$ cat src/hdl/uartps_pkg.sv
// constants, field positions and state record of the serial parity/status block
`default_nettype none

package uartps_pkg;

  // byte offsets on the bus
  localparam logic [7:0] OFS_STATUS = 8'h00;
  localparam logic [7:0] OFS_DATA   = 8'h04;
  localparam logic [7:0] OFS_CTRL1  = 8'h08;
  localparam logic [7:0] OFS_CTRL2  = 8'h0C;
  localparam logic [7:0] OFS_CTRL3  = 8'h10;
  localparam logic [7:0] OFS_BAUD   = 8'h14;

  // reset values and the control_three write mask
  localparam logic [7:0]  STATUS_RST = 8'hC0;
  localparam logic [7:0]  CTRL1_RST  = 8'h00;
  localparam logic [7:0]  CTRL2_RST  = 8'h00;
  localparam logic [7:0]  CTRL3_RST  = 8'h00;
  localparam logic [15:0] BAUD_RST   = 16'h0010;
  localparam logic [7:0]  CTRL3_WMASK = 8'h4F;

  // status bits
  localparam int FLG_TX_EMPTY = 7;
  localparam int FLG_TX_DONE  = 6;
  localparam int FLG_RX_FULL  = 5;
  localparam int FLG_IDLE     = 4;
  localparam int FLG_OVERRUN  = 3;
  localparam int FLG_NOISE    = 2;
  localparam int FLG_FRAMING  = 1;
  localparam int FLG_PARITY   = 0;

  // control_one bits
  localparam int C1_RX_BIT8   = 7;
  localparam int C1_TX_BIT8   = 6;
  localparam int C1_NINE_BIT  = 4;
  localparam int C1_WAKE_ADDR = 3;
  localparam int C1_PAR_EN    = 2;
  localparam int C1_PAR_ODD   = 1;
  localparam int C1_PAR_IE    = 0;

  // control_two bits
  localparam int C2_TX_EMPTY_IE = 7;
  localparam int C2_TX_DONE_IE  = 6;
  localparam int C2_RX_IE       = 5;
  localparam int C2_IDLE_IE     = 4;
  localparam int C2_TX_EN       = 3;
  localparam int C2_RX_EN       = 2;
  localparam int C2_MUTE        = 1;
  localparam int C2_BREAK       = 0;

  // control_three bits
  localparam int C3_CLK_EN    = 3;
  localparam int C3_CLK_IDLE  = 2;
  localparam int C3_CLK_PHASE = 1;
  localparam int C3_LAST_PULSE = 0;

  // frame bit counts
  localparam logic [3:0] BITS_SHORT  = 4'h8;
  localparam logic [3:0] BITS_LONG   = 4'h9;
  localparam logic [3:0] FRAME_SHORT = 4'hA;
  localparam logic [3:0] FRAME_LONG  = 4'hB;

  typedef enum logic {TX_IDLE, TX_RUN} uartps_txst_t;
  typedef enum logic {RX_IDLE, RX_RUN} uartps_rxst_t;
  typedef enum logic [1:0] {K_DATA, K_IDLE, K_BREAK} uartps_kind_t;

  typedef struct packed {
    logic [7:0]   status;
    logic [7:0]   ctrl1;
    logic [7:0]   ctrl2;
    logic [7:0]   ctrl3;
    logic [15:0]  baud;
    logic [7:0]   tx_hold;
    logic         hold_full;
    logic         stat_seen;
    logic         pend_idle;
    logic         dp_wr;
    logic [7:0]   dp_addr;
    logic [31:0]  rdata;
    uartps_txst_t txst;
    uartps_kind_t kind;
    logic [3:0]   tx_bit;
    logic [15:0]  tx_cnt;
    logic [8:0]   tx_shift;
    logic         tx_line;
    logic         sclk;
    uartps_rxst_t rxst;
    logic [3:0]   rx_bit;
    logic [15:0]  rx_cnt;
    logic [8:0]   rx_shift;
    logic [2:0]   rx_hist;
    logic         rx_noise;
    logic [19:0]  idle_cnt;
    logic         idle_armed;
    logic [7:0]   rx_hold;
  } uartps_state_t;

endpackage : uartps_pkg

`default_nettype wire

$ cat src/hdl/uartps_core.sv
// serial interface: parity, status flags, interrupt, sync clock, bus slave
`default_nettype none

module uartps_core
  import uartps_pkg::*;
(
  // clock and reset
  input  wire logic        hclk,
  input  wire logic        hresetn,
  // ahb-lite slave
  input  wire logic        hsel,
  input  wire logic [31:0] haddr,
  input  wire logic [1:0]  htrans,
  input  wire logic        hwrite,
  input  wire logic [2:0]  hsize,
  input  wire logic [31:0] hwdata,
  input  wire logic        hready,
  output logic             hreadyout,
  output logic             hresp,
  output logic [31:0]      hrdata,
  // processor state
  input  wire logic        cpu_int_mask,
  input  wire logic        wait_mode,
  input  wire logic        halt_mode,
  output logic             irq,
  output logic             wake_req,
  // serial pins
  input  wire logic        rx_in,
  output logic             tx_out,
  output logic             tx_oe,
  output logic             sclk_out,
  output logic             sclk_oe
);

  uartps_state_t st;
  uartps_state_t nx;
  logic          load_data;
  logic          rx_done;
  logic          any_evt;

  always_comb begin
    uartps_state_t keep;
    logic        acc;
    logic [3:0]  nb;
    logic [15:0] half;
    logic [8:0]  w;
    logic        maj;
    logic        msb;
    logic        par_bad;
    logic        fe_now;
    logic        act;
    logic [19:0] idle_tgt;
    keep = st;
    acc = 1'b0;
    nb = BITS_SHORT;
    half = 16'h0000;
    w = 9'h000;
    maj = 1'b0;
    msb = 1'b0;
    par_bad = 1'b0;
    fe_now = 1'b0;
    act = 1'b0;
    idle_tgt = 20'h0_0000;
    nx = st;
    load_data = 1'b0;
    rx_done = 1'b0;

    nb = st.ctrl1[C1_NINE_BIT] ? BITS_LONG : BITS_SHORT;
    half = {1'b0, st.baud[15:1]};

    // bus address phase; read data registered here with its side effects
    acc = hsel & htrans[1] & hready;
    nx.dp_wr = acc & hwrite;
    nx.dp_addr = haddr[7:0];
    if (acc && !hwrite) begin
      if (haddr[7:0] == OFS_STATUS) begin
        nx.rdata = {24'h00_0000, st.status};
        nx.stat_seen = 1'b1;
      end else if (haddr[7:0] == OFS_DATA) begin
        nx.rdata = {24'h00_0000, st.rx_hold};
        if (st.stat_seen) begin
          nx.stat_seen = 1'b0;
          nx.status[FLG_RX_FULL] = 1'b0;
          nx.status[FLG_IDLE] = 1'b0;
          nx.status[FLG_OVERRUN] = 1'b0;
          nx.status[FLG_NOISE] = 1'b0;
          nx.status[FLG_FRAMING] = 1'b0;
          nx.status[FLG_PARITY] = 1'b0;
        end
      end else if (haddr[7:0] == OFS_CTRL1) begin
        nx.rdata = {24'h00_0000, st.ctrl1};
      end else if (haddr[7:0] == OFS_CTRL2) begin
        nx.rdata = {24'h00_0000, st.ctrl2};
      end else if (haddr[7:0] == OFS_CTRL3) begin
        nx.rdata = {24'h00_0000, st.ctrl3};
      end else if (haddr[7:0] == OFS_BAUD) begin
        nx.rdata = {16'h0000, st.baud};
      end else begin
        nx.rdata = 32'h0000_0000;
      end
    end

    // bus data phase writes
    if (st.dp_wr) begin
      if (st.dp_addr == OFS_DATA) begin
        nx.tx_hold = hwdata[7:0];
        nx.hold_full = 1'b1;
        if (st.stat_seen) begin
          nx.stat_seen = 1'b0;
          nx.status[FLG_TX_EMPTY] = 1'b0;
          nx.status[FLG_TX_DONE] = 1'b0;
          nx.status[FLG_PARITY] = 1'b0;
        end
      end else if (st.dp_addr == OFS_CTRL1) begin
        nx.ctrl1 = {st.ctrl1[C1_RX_BIT8], hwdata[6:0]};
      end else if (st.dp_addr == OFS_CTRL2) begin
        nx.ctrl2 = hwdata[7:0];
        // a rising transmit enable queues an idle preamble
        if (hwdata[C2_TX_EN] && !st.ctrl2[C2_TX_EN]) begin
          nx.pend_idle = 1'b1;
        end
      end else if (st.dp_addr == OFS_CTRL3) begin
        nx.ctrl3 = hwdata[7:0] & CTRL3_WMASK;
      end else if (st.dp_addr == OFS_BAUD) begin
        nx.baud = hwdata[15:0];
      end
    end

    // transmitter; a frame in flight always finishes
    if (st.txst == TX_IDLE) begin
      nx.tx_cnt = 16'h0000;
      nx.tx_bit = 4'h0;
      if (st.ctrl2[C2_TX_EN]) begin
        if (nx.pend_idle) begin
          nx.pend_idle = 1'b0;
          nx.txst = TX_RUN;
          nx.kind = K_IDLE;
        end else if (st.ctrl2[C2_BREAK]) begin
          nx.txst = TX_RUN;
          nx.kind = K_BREAK;
        end else if (st.hold_full) begin
          load_data = 1'b1;
          nx.txst = TX_RUN;
          nx.kind = K_DATA;
          nx.hold_full = 1'b0;
          nx.status[FLG_TX_EMPTY] = 1'b1;
          w = {st.ctrl1[C1_TX_BIT8], st.tx_hold};
          if (st.ctrl1[C1_PAR_EN]) begin
            // even: xor of data bits; odd: its complement
            if (st.ctrl1[C1_NINE_BIT]) begin
              w[8] = (^w[7:0]) ^ st.ctrl1[C1_PAR_ODD];
            end else begin
              w[7] = (^w[6:0]) ^ st.ctrl1[C1_PAR_ODD];
            end
          end
          nx.tx_shift = w;
        end
      end
    end else begin
      if (st.tx_cnt >= st.baud - 16'h0001) begin
        nx.tx_cnt = 16'h0000;
        if (st.tx_bit == nb + 4'h1) begin
          nx.txst = TX_IDLE;
          if (st.kind == K_DATA) begin
            nx.status[FLG_TX_DONE] = 1'b1;
          end
        end else begin
          nx.tx_bit = st.tx_bit + 4'h1;
          if (st.tx_bit != 4'h0) begin
            nx.tx_shift = {1'b0, st.tx_shift[8:1]};
          end
        end
      end else begin
        nx.tx_cnt = st.tx_cnt + 16'h0001;
      end
    end

    // line and sync clock registered from the next state, so they align
    if (nx.txst == TX_IDLE || nx.kind == K_IDLE) begin
      nx.tx_line = 1'b1;
    end else if (nx.kind == K_BREAK || nx.tx_bit == 4'h0) begin
      nx.tx_line = 1'b0;
    end else if (nx.tx_bit > nb) begin
      nx.tx_line = 1'b1;
    end else begin
      nx.tx_line = nx.tx_shift[0];
    end
    act = st.ctrl3[C3_CLK_EN] && nx.txst == TX_RUN && nx.kind == K_DATA
          && nx.tx_bit != 4'h0
          && (nx.tx_bit < nb
              || (nx.tx_bit == nb && st.ctrl3[C3_LAST_PULSE]));
    if (act) begin
      // one active half per bit: first half or second half
      if (st.ctrl3[C3_CLK_PHASE]) begin
        act = nx.tx_cnt < half;
      end else begin
        act = nx.tx_cnt >= half;
      end
    end
    nx.sclk = st.ctrl3[C3_CLK_IDLE] ^ act;

    // receiver; three-sample majority at mid-bit
    nx.rx_hist = {st.rx_hist[1:0], rx_in};
    maj = (st.rx_hist[0] & st.rx_hist[1]) | (st.rx_hist[0] & st.rx_hist[2])
        | (st.rx_hist[1] & st.rx_hist[2]);
    idle_tgt = {4'h0, st.baud}
             * {16'h0000, (st.ctrl1[C1_NINE_BIT] ? FRAME_LONG : FRAME_SHORT)};
    if (st.rxst == RX_IDLE) begin
      if (st.ctrl2[C2_RX_EN] && !rx_in) begin
        nx.rxst = RX_RUN;
        nx.rx_cnt = 16'h0000;
        nx.rx_bit = 4'h0;
        nx.rx_noise = 1'b0;
        nx.idle_cnt = 20'h0_0000;
      end else if (st.ctrl2[C2_RX_EN] && st.idle_cnt < idle_tgt) begin
        nx.idle_cnt = st.idle_cnt + 20'h0_0001;
        if (st.idle_cnt == idle_tgt - 20'h0_0001 && st.idle_armed) begin
          nx.idle_armed = 1'b0;
          if (st.ctrl2[C2_MUTE] && !st.ctrl1[C1_WAKE_ADDR]) begin
            nx.ctrl2[C2_MUTE] = 1'b0;
          end else if (!st.ctrl2[C2_MUTE]) begin
            nx.status[FLG_IDLE] = 1'b1;
          end
        end
      end
    end else begin
      nx.rx_cnt = (st.rx_cnt >= st.baud - 16'h0001) ? 16'h0000
                                                      : st.rx_cnt + 16'h0001;
      if (st.rx_cnt >= st.baud - 16'h0001) begin
        nx.rx_bit = st.rx_bit + 4'h1;
      end
      if (st.rx_cnt == half) begin
        nx.rx_noise = st.rx_noise | ~(&st.rx_hist) & (|st.rx_hist);
        if (st.rx_bit == 4'h0) begin
          if (maj) begin
            nx.rxst = RX_IDLE;
          end
        end else if (st.rx_bit <= nb) begin
          nx.rx_shift = {maj, st.rx_shift[8:1]};
        end else begin
          rx_done = 1'b1;
          fe_now = ~maj;
          nx.rxst = RX_IDLE;
          nx.idle_cnt = 20'h0_0000;
        end
      end
    end
    if (rx_done) begin
      w = st.ctrl1[C1_NINE_BIT] ? st.rx_shift : {1'b0, st.rx_shift[8:1]};
      if (st.ctrl1[C1_PAR_EN]) begin
        msb = st.ctrl1[C1_NINE_BIT] ? w[7] : w[6];
        par_bad = (st.ctrl1[C1_NINE_BIT] ? ^w[8:0] : ^w[7:0])
                  != st.ctrl1[C1_PAR_ODD];
      end else begin
        msb = st.ctrl1[C1_NINE_BIT] ? w[8] : w[7];
      end
      if (st.ctrl2[C2_MUTE] && st.ctrl1[C1_WAKE_ADDR] && msb) begin
        nx.ctrl2[C2_MUTE] = 1'b0;
      end
      if (!nx.ctrl2[C2_MUTE]) begin
        if (nx.status[FLG_RX_FULL]) begin
          // holding word kept, framing error hidden by overrun
          nx.status[FLG_OVERRUN] = 1'b1;
        end else begin
          nx.rx_hold = w[7:0];
          nx.ctrl1[C1_RX_BIT8] = w[8];
          nx.status[FLG_RX_FULL] = 1'b1;
          nx.status[FLG_NOISE] = st.rx_noise | nx.rx_noise;
          nx.status[FLG_FRAMING] = fe_now;
          nx.status[FLG_PARITY] = par_bad;
          nx.idle_armed = 1'b1;
        end
      end
    end

    // halt freezes everything except the bus pipeline
    if (halt_mode) begin
      keep = nx;
      nx = st;
      nx.dp_wr = keep.dp_wr;
      nx.dp_addr = keep.dp_addr;
      nx.rdata = keep.rdata;
    end
  end

  always_ff @(posedge hclk or negedge hresetn) begin
    if (!hresetn) begin
      st <= '0;
      st.status <= STATUS_RST;
      st.ctrl1 <= CTRL1_RST;
      st.ctrl2 <= CTRL2_RST;
      st.ctrl3 <= CTRL3_RST;
      st.baud <= BAUD_RST;
      st.txst <= TX_IDLE;
      st.rxst <= RX_IDLE;
      st.kind <= K_DATA;
      st.tx_line <= 1'b1;
      st.rx_hist <= 3'h7;
    end else begin
      st <= nx;
    end
  end

  assign any_evt = (st.status[FLG_TX_EMPTY] & st.ctrl2[C2_TX_EMPTY_IE])
                 | (st.status[FLG_TX_DONE] & st.ctrl2[C2_TX_DONE_IE])
                 | ((st.status[FLG_RX_FULL] | st.status[FLG_OVERRUN])
                    & st.ctrl2[C2_RX_IE])
                 | (st.status[FLG_IDLE] & st.ctrl2[C2_IDLE_IE])
                 | (st.status[FLG_PARITY] & st.ctrl1[C1_PAR_IE]);
  assign irq = any_evt & ~cpu_int_mask & ~halt_mode;
  assign wake_req = irq & wait_mode;
  assign hreadyout = 1'b1;
  assign hresp = 1'b0;
  assign hrdata = st.rdata;
  assign tx_oe = st.ctrl2[C2_TX_EN] | st.ctrl2[C2_RX_EN];
  assign sclk_oe = tx_oe & st.ctrl3[C3_CLK_EN];
  assign tx_out = st.tx_line;
  assign sclk_out = st.sclk;

  a_irq_mask_gate: assert property (
    @(posedge hclk) disable iff (!hresetn)
    (cpu_int_mask || halt_mode) |-> !irq) else $error("irq while masked");
  a_rx_irq_cover: assert property (
    @(posedge hclk) disable iff (!hresetn)
    (st.status[FLG_OVERRUN] && st.ctrl2[C2_RX_IE] && !cpu_int_mask
     && !halt_mode) |-> irq) else $error("overrun irq missing");
  a_pins_float: assert property (
    @(posedge hclk) disable iff (!hresetn)
    !(st.ctrl2[C2_TX_EN] || st.ctrl2[C2_RX_EN]) |-> !tx_oe && !sclk_oe)
    else $error("pins driven while disabled");
  // sclk is registered from the state it stands with, so judge that state
  a_sclk_quiet: assert property (
    @(posedge hclk) disable iff (!hresetn)
    st.txst == TX_RUN
    && (st.kind != K_DATA || st.tx_bit == 4'h0
        || st.tx_bit > (st.ctrl1[C1_NINE_BIT] ? BITS_LONG : BITS_SHORT)
        || (st.tx_bit == (st.ctrl1[C1_NINE_BIT] ? BITS_LONG : BITS_SHORT)
            && !st.ctrl3[C3_LAST_PULSE]))
    |-> sclk_out == st.ctrl3[C3_CLK_IDLE])
    else $error("sync clock active outside data bits");
  a_halt_freeze: assert property (
    @(posedge hclk) disable iff (!hresetn)
    halt_mode |=> st.status == $past(st.status)
                  && st.tx_cnt == $past(st.tx_cnt))
    else $error("state moved during halt");
  a_empty_on_load: assert property (
    @(posedge hclk) disable iff (!hresetn)
    load_data && !halt_mode |=> st.status[FLG_TX_EMPTY] && !st.hold_full)
    else $error("empty flag not set on load");
  a_done_data_only: assert property (
    @(posedge hclk) disable iff (!hresetn)
    $rose(st.status[FLG_TX_DONE]) |-> $past(st.kind) == K_DATA)
    else $error("complete flag after non-data frame");
  a_tx_parity: assert property (
    @(posedge hclk) disable iff (!hresetn)
    load_data && !halt_mode && st.ctrl1[C1_PAR_EN] && !st.ctrl1[C1_NINE_BIT]
    |=> (^st.tx_shift[7:0]) == st.ctrl1[C1_PAR_ODD])
    else $error("transmit parity wrong");
  // a data read in the same cycle may free the holding register
  a_overrun_keep: assert property (
    @(posedge hclk) disable iff (!hresetn)
    rx_done && !halt_mode && st.status[FLG_RX_FULL] && !st.ctrl2[C2_MUTE]
    && !(hsel && htrans[1] && hready && !hwrite && haddr[7:0] == OFS_DATA)
    |=> st.status[FLG_OVERRUN] && st.rx_hold == $past(st.rx_hold))
    else $error("overrun lost holding word");
  a_wake_gate: assert property (
    @(posedge hclk) disable iff (!hresetn)
    wake_req |-> wait_mode && !halt_mode && irq)
    else $error("wake outside wait");

endmodule : uartps_core

`default_nettype wire

$ cat config.mk
export PLATFORM = sky130hd
export DESIGN_NAME = uartps_core
export DESIGN_NICKNAME = d
export VERILOG_FILES = /design/src/hdl/uartps_pkg.sv /design/src/hdl/uartps_core.sv
export SDC_FILE = /design/constraint.sdc
export NUM_CORES = 1
export LEC_CHECK = 0
export ABC_AREA = 1
export BUFFER_PORTS_ARGS = -buffer_cell sky130_fd_sc_hd__buf_2
export CAP_MARGIN = 0
export CORE_ASPECT_RATIO = 2
export CORE_MARGIN = 2
export CORE_UTILIZATION = 29
export CTS_CLUSTER_SIZE = 28
export DETAILED_ROUTE_END_ITERATION = 8
export MAX_ROUTING_LAYER = met4
export PLACE_DENSITY = 0.5
export REMOVE_ABC_BUFFERS = 1
export SLEW_MARGIN = 30
export SYNTH_ARGS = -nofsm -noshare
export SYNTH_HDL_FRONTEND = slang
export SYNTH_SLANG_ARGS = --single-unit
$ cat constraint.sdc
create_clock -name hclk -period 13.1 [get_ports hclk]
set_input_delay 0.655 -clock hclk [delete_from_list [all_inputs] [get_ports hclk]]
set_output_delay 0.655 -clock hclk [all_outputs]
set_load 0.01 [all_outputs]
==> metrics.csv, run 1 <==
metric;value;unit
synth_edf_count;0;
crit_top_cell;nand3_1;
ant_nets;0;
drt_iter0_markers;746;
antenna_found_initial;0;
slew_violations;0;
cts.repair.resized;0;
seqCellArea;0.00446;mm^2
viasPerCell;4.65;
cp_slowest_cell;dfrtp_1;
yosys.cell_types.count;64;
cp_slowest_stage_delay;490;ps
synth_top_family_by_area;simple AND/OR/NAND/NOR gates;
worstRegToRegCells;29;
multi_input_area;0.00828;mm^2
cts_buffers;17;
synthTopCellsByCount;nand2_1 (477), inv_1 (300), dfrtp_1 (171);
dp_slack;6920;ps
insertion_delay;470;ps
die_area;0.0512;mm^2
hold_viol;0;
num-fill-cells;5383;
worst_slack;6990;ps
insertedDiodeCount;0;
syn_inst;1984;
relSlewSlack;44.1;%
die_y;318;um
peakVddDrop;73.5;uV
ioPinCount;118;
synthArstFlopShare;100;%
drv_cap;0;
cts_setup_buffers;0;
p_leak;0.00777;uW
worstMarginPinSlew;833;ps
rows;115;
synthAdderAreaFrac;11.7;%
grt_pass1_vias;11985;
synthFlopType;dfrtp_1;
fmax;164;MHz
clock_sinks;178;
drive_gt1_share;8.76;%
postSynthAreaPerCell;7.20;um^2
grt_pass1_wl;63.9;mm
outcome;finished, final reports clean;
finalCritPeriodShare;46.6;%
final.setup.tns;0;ps
utilization;32.2;%
core-area;0.0489;mm^2
fin_skew;18.2;ps
vias;12374;
rrSetupSlack;6990;ps
grt_overflow;0;
setup_violations;0;
grt_max_degree;108;
io_buffers;55;
cts_buffer_depth;2;
critPathKind;reg2reg;
place_hpwl;30.2;mm
clk_pin_slew;80;ps
p_per_area;103;mW/mm^2
startpoint_type;flip-flop;
cts_hold_repair.buffers;0;
fin_area;0.0157;mm^2
arrival;6510;ps
die_width;161;um
yosys.area.top_type;dfrtp_1;
firstDrtPassIters;5;
grt_usage;16.0;%
r2r-end;sclk_out$_DFFE_PN0N_;
drt-wirelength-per-cell;14.6;um
totalWireLength;38.9;mm
drcViolationCount;0;
synth_compound_area_share;12.1;%
final_nets;2211;
ys_top_cells_by_area;dfrtp_1 (30%), nand2_1 (13%), ha_1 (9.9%);
synth_simple_gate_area_share;28.6;%
yosysMostFrequentCell;nand2_1;
dpl_cell_area;0.0151;mm^2
hold_class;in2async;
synth_xor_area_share;4.84;%
critical_path_required;13500;ps
r2r_start;st[149]$_DFFE_PN0P_;
gp_congestion;0.835;
synthMuxAreaShare;0.149;%
worst-path-max-fanout;11;
initial_core_util;29.2;%
h-tree-depth;4;
crit_path_end_kind;flip-flop;
cts_tree;built;
rsz0062_at_grt;no;
power.total;1610;uW
netlist_area;0.0143;mm^2
synth-seq-cells;178;
synth_seq_area_share;31.2;%
area_growth;10.1;%
ys_warn_count;0;
finalCriticalPeriod;6110;ps
root_buffer;clkbuf_16;
synth.top_cell.area_share;30.0;%
area by class of cell:
class                           count  area share (%)
Multi-Input combinational cell   1435            52.6
Sequential cell                   178            28.4
Inverter                          311            7.42
Tap cell                          643            5.11
Clock buffer                       17            2.70
Timing Repair Buffer               64            2.39
Clock inverter                     15            1.39
cells in the final DEF, fill, tap and decap left out, types with 5 or more instances in the layout:
cell type    n
and2_1       5
o21ai_0    147
nand2_2     17
a21oi_1     83
nand4_1     36
o221ai_1     6
a31oi_1      5
xnor2_1     15
nor3_1      41
nor4_1       8
buf_4        7
dfrtp_1    171
xor2_1      64
buf_2       54
a211oi_1     5
a221o_1      6
fa_1        13
nor2_8       5
dfstp_2      7
o22ai_1     13
nor3_2       5
nor2_2      11
o31ai_1      8
nand2_1    477
or2_2        5
clkbuf_16   17
conb_1      18
nor2_1     152
inv_2        9
clkinv_8     7
ha_1       113
inv_1      299
o211ai_1     7
nand3_1    120
per-stage QoR:
step | cells | hold WS [ps]
after floorplan | 1924 | 359
after global placement | 2630 | 460
after detailed placement | 2630 | 463
after CTS | 2662 | 286
after global routing | 2663 | 26.6
final | 2663 | 29.0
state kept, by name, indices dropped and copies added, names as in the netlist:
name and flops:
st 160, hrdata 16, sclk_out 1, tx_out 1
report_power, final:
group / internal (uW) / leakage (uW) / switching (uW) / total, uW
Clock: 268 / 0.000308 / 289 / 557
Combinational: 146 / 0.00516 / 293 / 439
Sequential: 579 / 0.00230 / 38.2 / 618
logic make-up (layout without fill, tap and decap cells):
logic type | after synthesis | count (layout)
compound gates | 305 | 305
fa+ha+maj | 126 | 126
buf+inv | 387 | 407
other cells | 2 | 18
flops | 178 | 178
simple gates | 905 | 905
xor+xnor | 79 | 79
mux | 2 | 2
worst max-delay path, delay by kind of cell (launching register included):
kind / cells / cell delay [ps]
adders and majority gates: 2 / 630
and+or+nand+nor: 16 / 2840
AOI/OAI and AO/OA: 7 / 1260
xor gates and xnor gates: 1 / 240
buffers and inverters: 3 / 570
DFF: 1 / 490
routing by layer:
layer	track usage (%)	part of all wire (%)	vias up
met5	-	0	-
met4	3.57	1.4	0
met3	1.79	2.5	29
met2	27.2	49	199
met1	20.6	47	5695
li1	-	-	6451
worst max-delay path by stage:
stage / cells past startpoint / endpoint / start
after floorplan: 25 / st[11]$_DFFE_PN0P_ / st[185]$_DFFE_PN0P_
after global placement: 29 / sclk_out$_DFFE_PN0N_ / st[149]$_DFFE_PN0P_
after detailed placement: 29 / sclk_out$_DFFE_PN0N_ / st[149]$_DFFE_PN0P_
after CTS: 29 / sclk_out$_DFFE_PN0N_ / st[149]$_DFFE_PN0P_
after global routing: 29 / sclk_out$_DFFE_PN0N_ / st[149]$_DFFE_PN0P_
final: 29 / sclk_out$_DFFE_PN0N_ / st[149]$_DFFE_PN0P_
Power figures use the tool's default switching activity.
==> run 2: changes to the inputs <==
ABC_AREA = 0   (was 1)
PLACE_DENSITY = 0.51   (was 0.5)
clock period = 5 ns   (was 13.1 ns; I/O delays follow)
==> metrics.csv, run 2 <==
metric;value;unit
outcome;finished, violations left;
violations;setup timing;
final_nets;1992;
die_area;0.0488;mm^2
p_per_area;294;mW/mm^2
area_growth;27.9;%
critPathKind;reg2reg;
cts_buffers;17;
p_sw;1880;uW
crit_top_cell;buf_4;
antenna_found_initial;0;
ant_nets;0;
synthMuxAreaShare;5.41;%
die_width;157;um
busiest_layer;met2;
ioPinCount;118;
largest_reg_flops;160;
grt_use_met1;18.2;%
relSlewSlack;50.3;%
cts_tree;built;
p_leak;0.00811;uW
grt_pass1_wl;71.4;mm
arrival;5630;ps
fmax;189;MHz
fin_skew;14.0;ps
synthAdderAreaFrac;12.4;%
drv_cap;0;
synth-seq-cells;178;
finalCritPeriodShare;106;%
core-area;0.0465;mm^2
rows;112;
final_common_cell;buf_4;
worst_slack;-300;ps
die_y;310;um
num-fill-cells;4777;
rsz0062_at_grt;yes;
finalCriticalPeriod;5300;ps
synth_seq_area_share;32.8;%
drive_gt1_share;26.9;%
power_frac_comb;39.2;%
yosysMostFrequentCell;dfrtp_1;
cp_slowest_cell;or4_4;
synth_edf_count;0;
worst-path-max-fanout;10;
p_int;3230;uW
h-tree-depth;4;
crit_path_end_kind;flip-flop;
root_buffer;clkbuf_16;
ys_warn_count;0;
drt_iter0_markers;595;
insertion_delay;460;ps
drt-wirelength-per-cell;19.0;um
postSynthAreaPerCell;8.79;um^2
gp_congestion;0.924;
clock_sinks;178;
hold_class;in2reg;
startpoint_type;flip-flop;
cts_buffer_depth;2;
synthTopCellsByCount;dfrtp_1 (171), nand2_1 (167), ha_1 (113);
drcViolationCount;0;
setup_violations;17;
initial_core_util;29.3;%
layout_common_cells;buf_4 (209), dfrtp_1 (167), nand2_1 (166), nor2_1 (103), inv_1 (102);
top_register;st;
insertedDiodeCount;0;
cp_slowest_stage_delay;460;ps
synth_compound_area_share;18.0;%
netlist_area;0.0136;mm^2
synthArstFlopShare;100;%
grt_overflow;0;
worstMarginPinSlew;740;ps
p_seq_share;32.9;%
dp.cells;2350;
synth_xor_area_share;6.67;%
totalWireLength;46.1;mm
grt.met2_usage;38.2;%
grt_max_degree;85;
hold_viol;0;
synth_top_family_by_area;simple AND/OR/NAND/NOR gates;
synthFlopType;dfrtp_1;
synth.top_cell.area_share;31.4;%
yosys.area.top_type;dfrtp_1;
dp_slack;-556;ps
fin_cells;2427;
vias;12393;
place_hpwl;36.5;mm
clk_pin_slew;70;ps
swShare;36.8;%
ys_top_cells_by_area;dfrtp_1 (31%), ha_1 (10%), nand2_1 (4.6%);
critical_path_required;5330;ps
slew_violations;0;
rrSetupSlack;-300;ps
viasPerCell;5.11;
peakVddDrop;196;uV
synth_simple_gate_area_share;18.3;%
io_buffers;55;
firstDrtPassIters;5;
grt_pass1_vias;12920;
syn_inst;1550;
yosys.cell_types.count;90;
grt_util_met3;1.75;%
p_clk_share;27.9;%
grt_usage;19.9;%
[run 2: changes by cell type in the layout (fill, tap and decap cells not counted), sizes merged, moves of 31 or more]
cell,change
a21o,+31
buf,+216
inv,-204
mux2,+44
nand2,-330
nand3,-83
nor2,-61
o21ai,-44
xnor2,+46
[run 2: cell type report]
| class | instances | area [um^2] | share of cell area (%) |
|---|---|---|---|
| sequential | 178 | 4470 | 25.6 |
| inverter | 108 | 405 | 2.33 |
| timing repair buffer | 294 | 2190 | 12.5 |
| clock inverter | 12 | 150 | 0.862 |
| clock buffer | 19 | 453 | 2.60 |
| multi-input combinational | 1189 | 8980 | 51.5 |
| tap | 627 | 785 | 4.50 |
[run 2: logic make-up (layout without fill, tap and decap cells)]
kind of cell    count (synthesis)  in the layout
simple gates                  508            508
compound gates                366            366
buf+inv                       199            433
flops                         178            178
fa+ha+maj                     127            127
xor+xnor                      102            102
mux                            68             68
other cells                     2             18
[run 2: metrics by stage]
step / hold slack [ps] / util, % / TNS (ps) / total power [uW] / instance area, um^2
3_3_place_gp: 331 / 33.8 / -5760 / 3450 / 15700
6_report: 45.2 / 37.5 / -1780 / 5110 / 17400
2_1_floorplan: -45.6 / - / -12020 / 2670 / 13200
5_1_grt: 39.9 / 37.5 / -6170 / 5410 / 17400
3_5_place_dp: 333 / 33.8 / -6840 / 3490 / 15700
4_1_cts: 24.8 / 36.6 / -612 / 5040 / 17000
[run 2: repair_timing]
action                                  in CTS  in global routing
pin swaps                                   49                 40
hold buffers                                13                  0
cloned                                       1                  0
gates resized for setup                     80                 61
endpoints found under the setup margin      24                 24
endpoints found under the hold margin       91                  0
setup buffers                               21                 12
[run 2: layer usage]
layer / wire length [um] / share of wire (%)
met3: 868 / 1.9
met5: 0 / 0
met1: 16000 / 35
met4: 3290 / 7.1
met2: 25900 / 56
[run 2: path summary, 6_finish.rpt]
check	startpoint	end	depth (start not counted)
worst min register to register	st[66]$_DFFE_PN0P_	st[66]$_DFFE_PN0P_	2
worst max-delay path	st[154]$_DFFE_PN0P_	sclk_out$_DFFE_PN0N_	29
min in group asynchronous	hresetn	st[129]$_DFF_PN0_	2
worst min-delay path	rx_in	st[62]$_DFFE_PN0N_	2
max in group asynchronous	hresetn	st[160]$_DFFE_PN0P_	3
worst max register to register	st[154]$_DFFE_PN0P_	sclk_out$_DFFE_PN0N_	29
[run 2: power by group through the flow]
stage                     Combinational, uW  Sequential [uW]  Clock, uW
after detailed placement               1780             1700          0
after global placement                 1750             1700          0
after global routing                   2200             1700       1510
after CTS                              1910             1680       1460
after floorplan                         990             1680          0
final                                  2000             1680       1430
[run 2: worst max-delay path: cells and delay by family (launching register included)]
kind / cells / cell delay (ps)
AOI/OAI and AO/OA: 9 / 1530
DFF: 1 / 390
adders and majority gates: 2 / 510
buffers and inverters: 8 / 1190
and+or+nand+nor: 9 / 1450
xor gates and xnor gates: 1 / 120
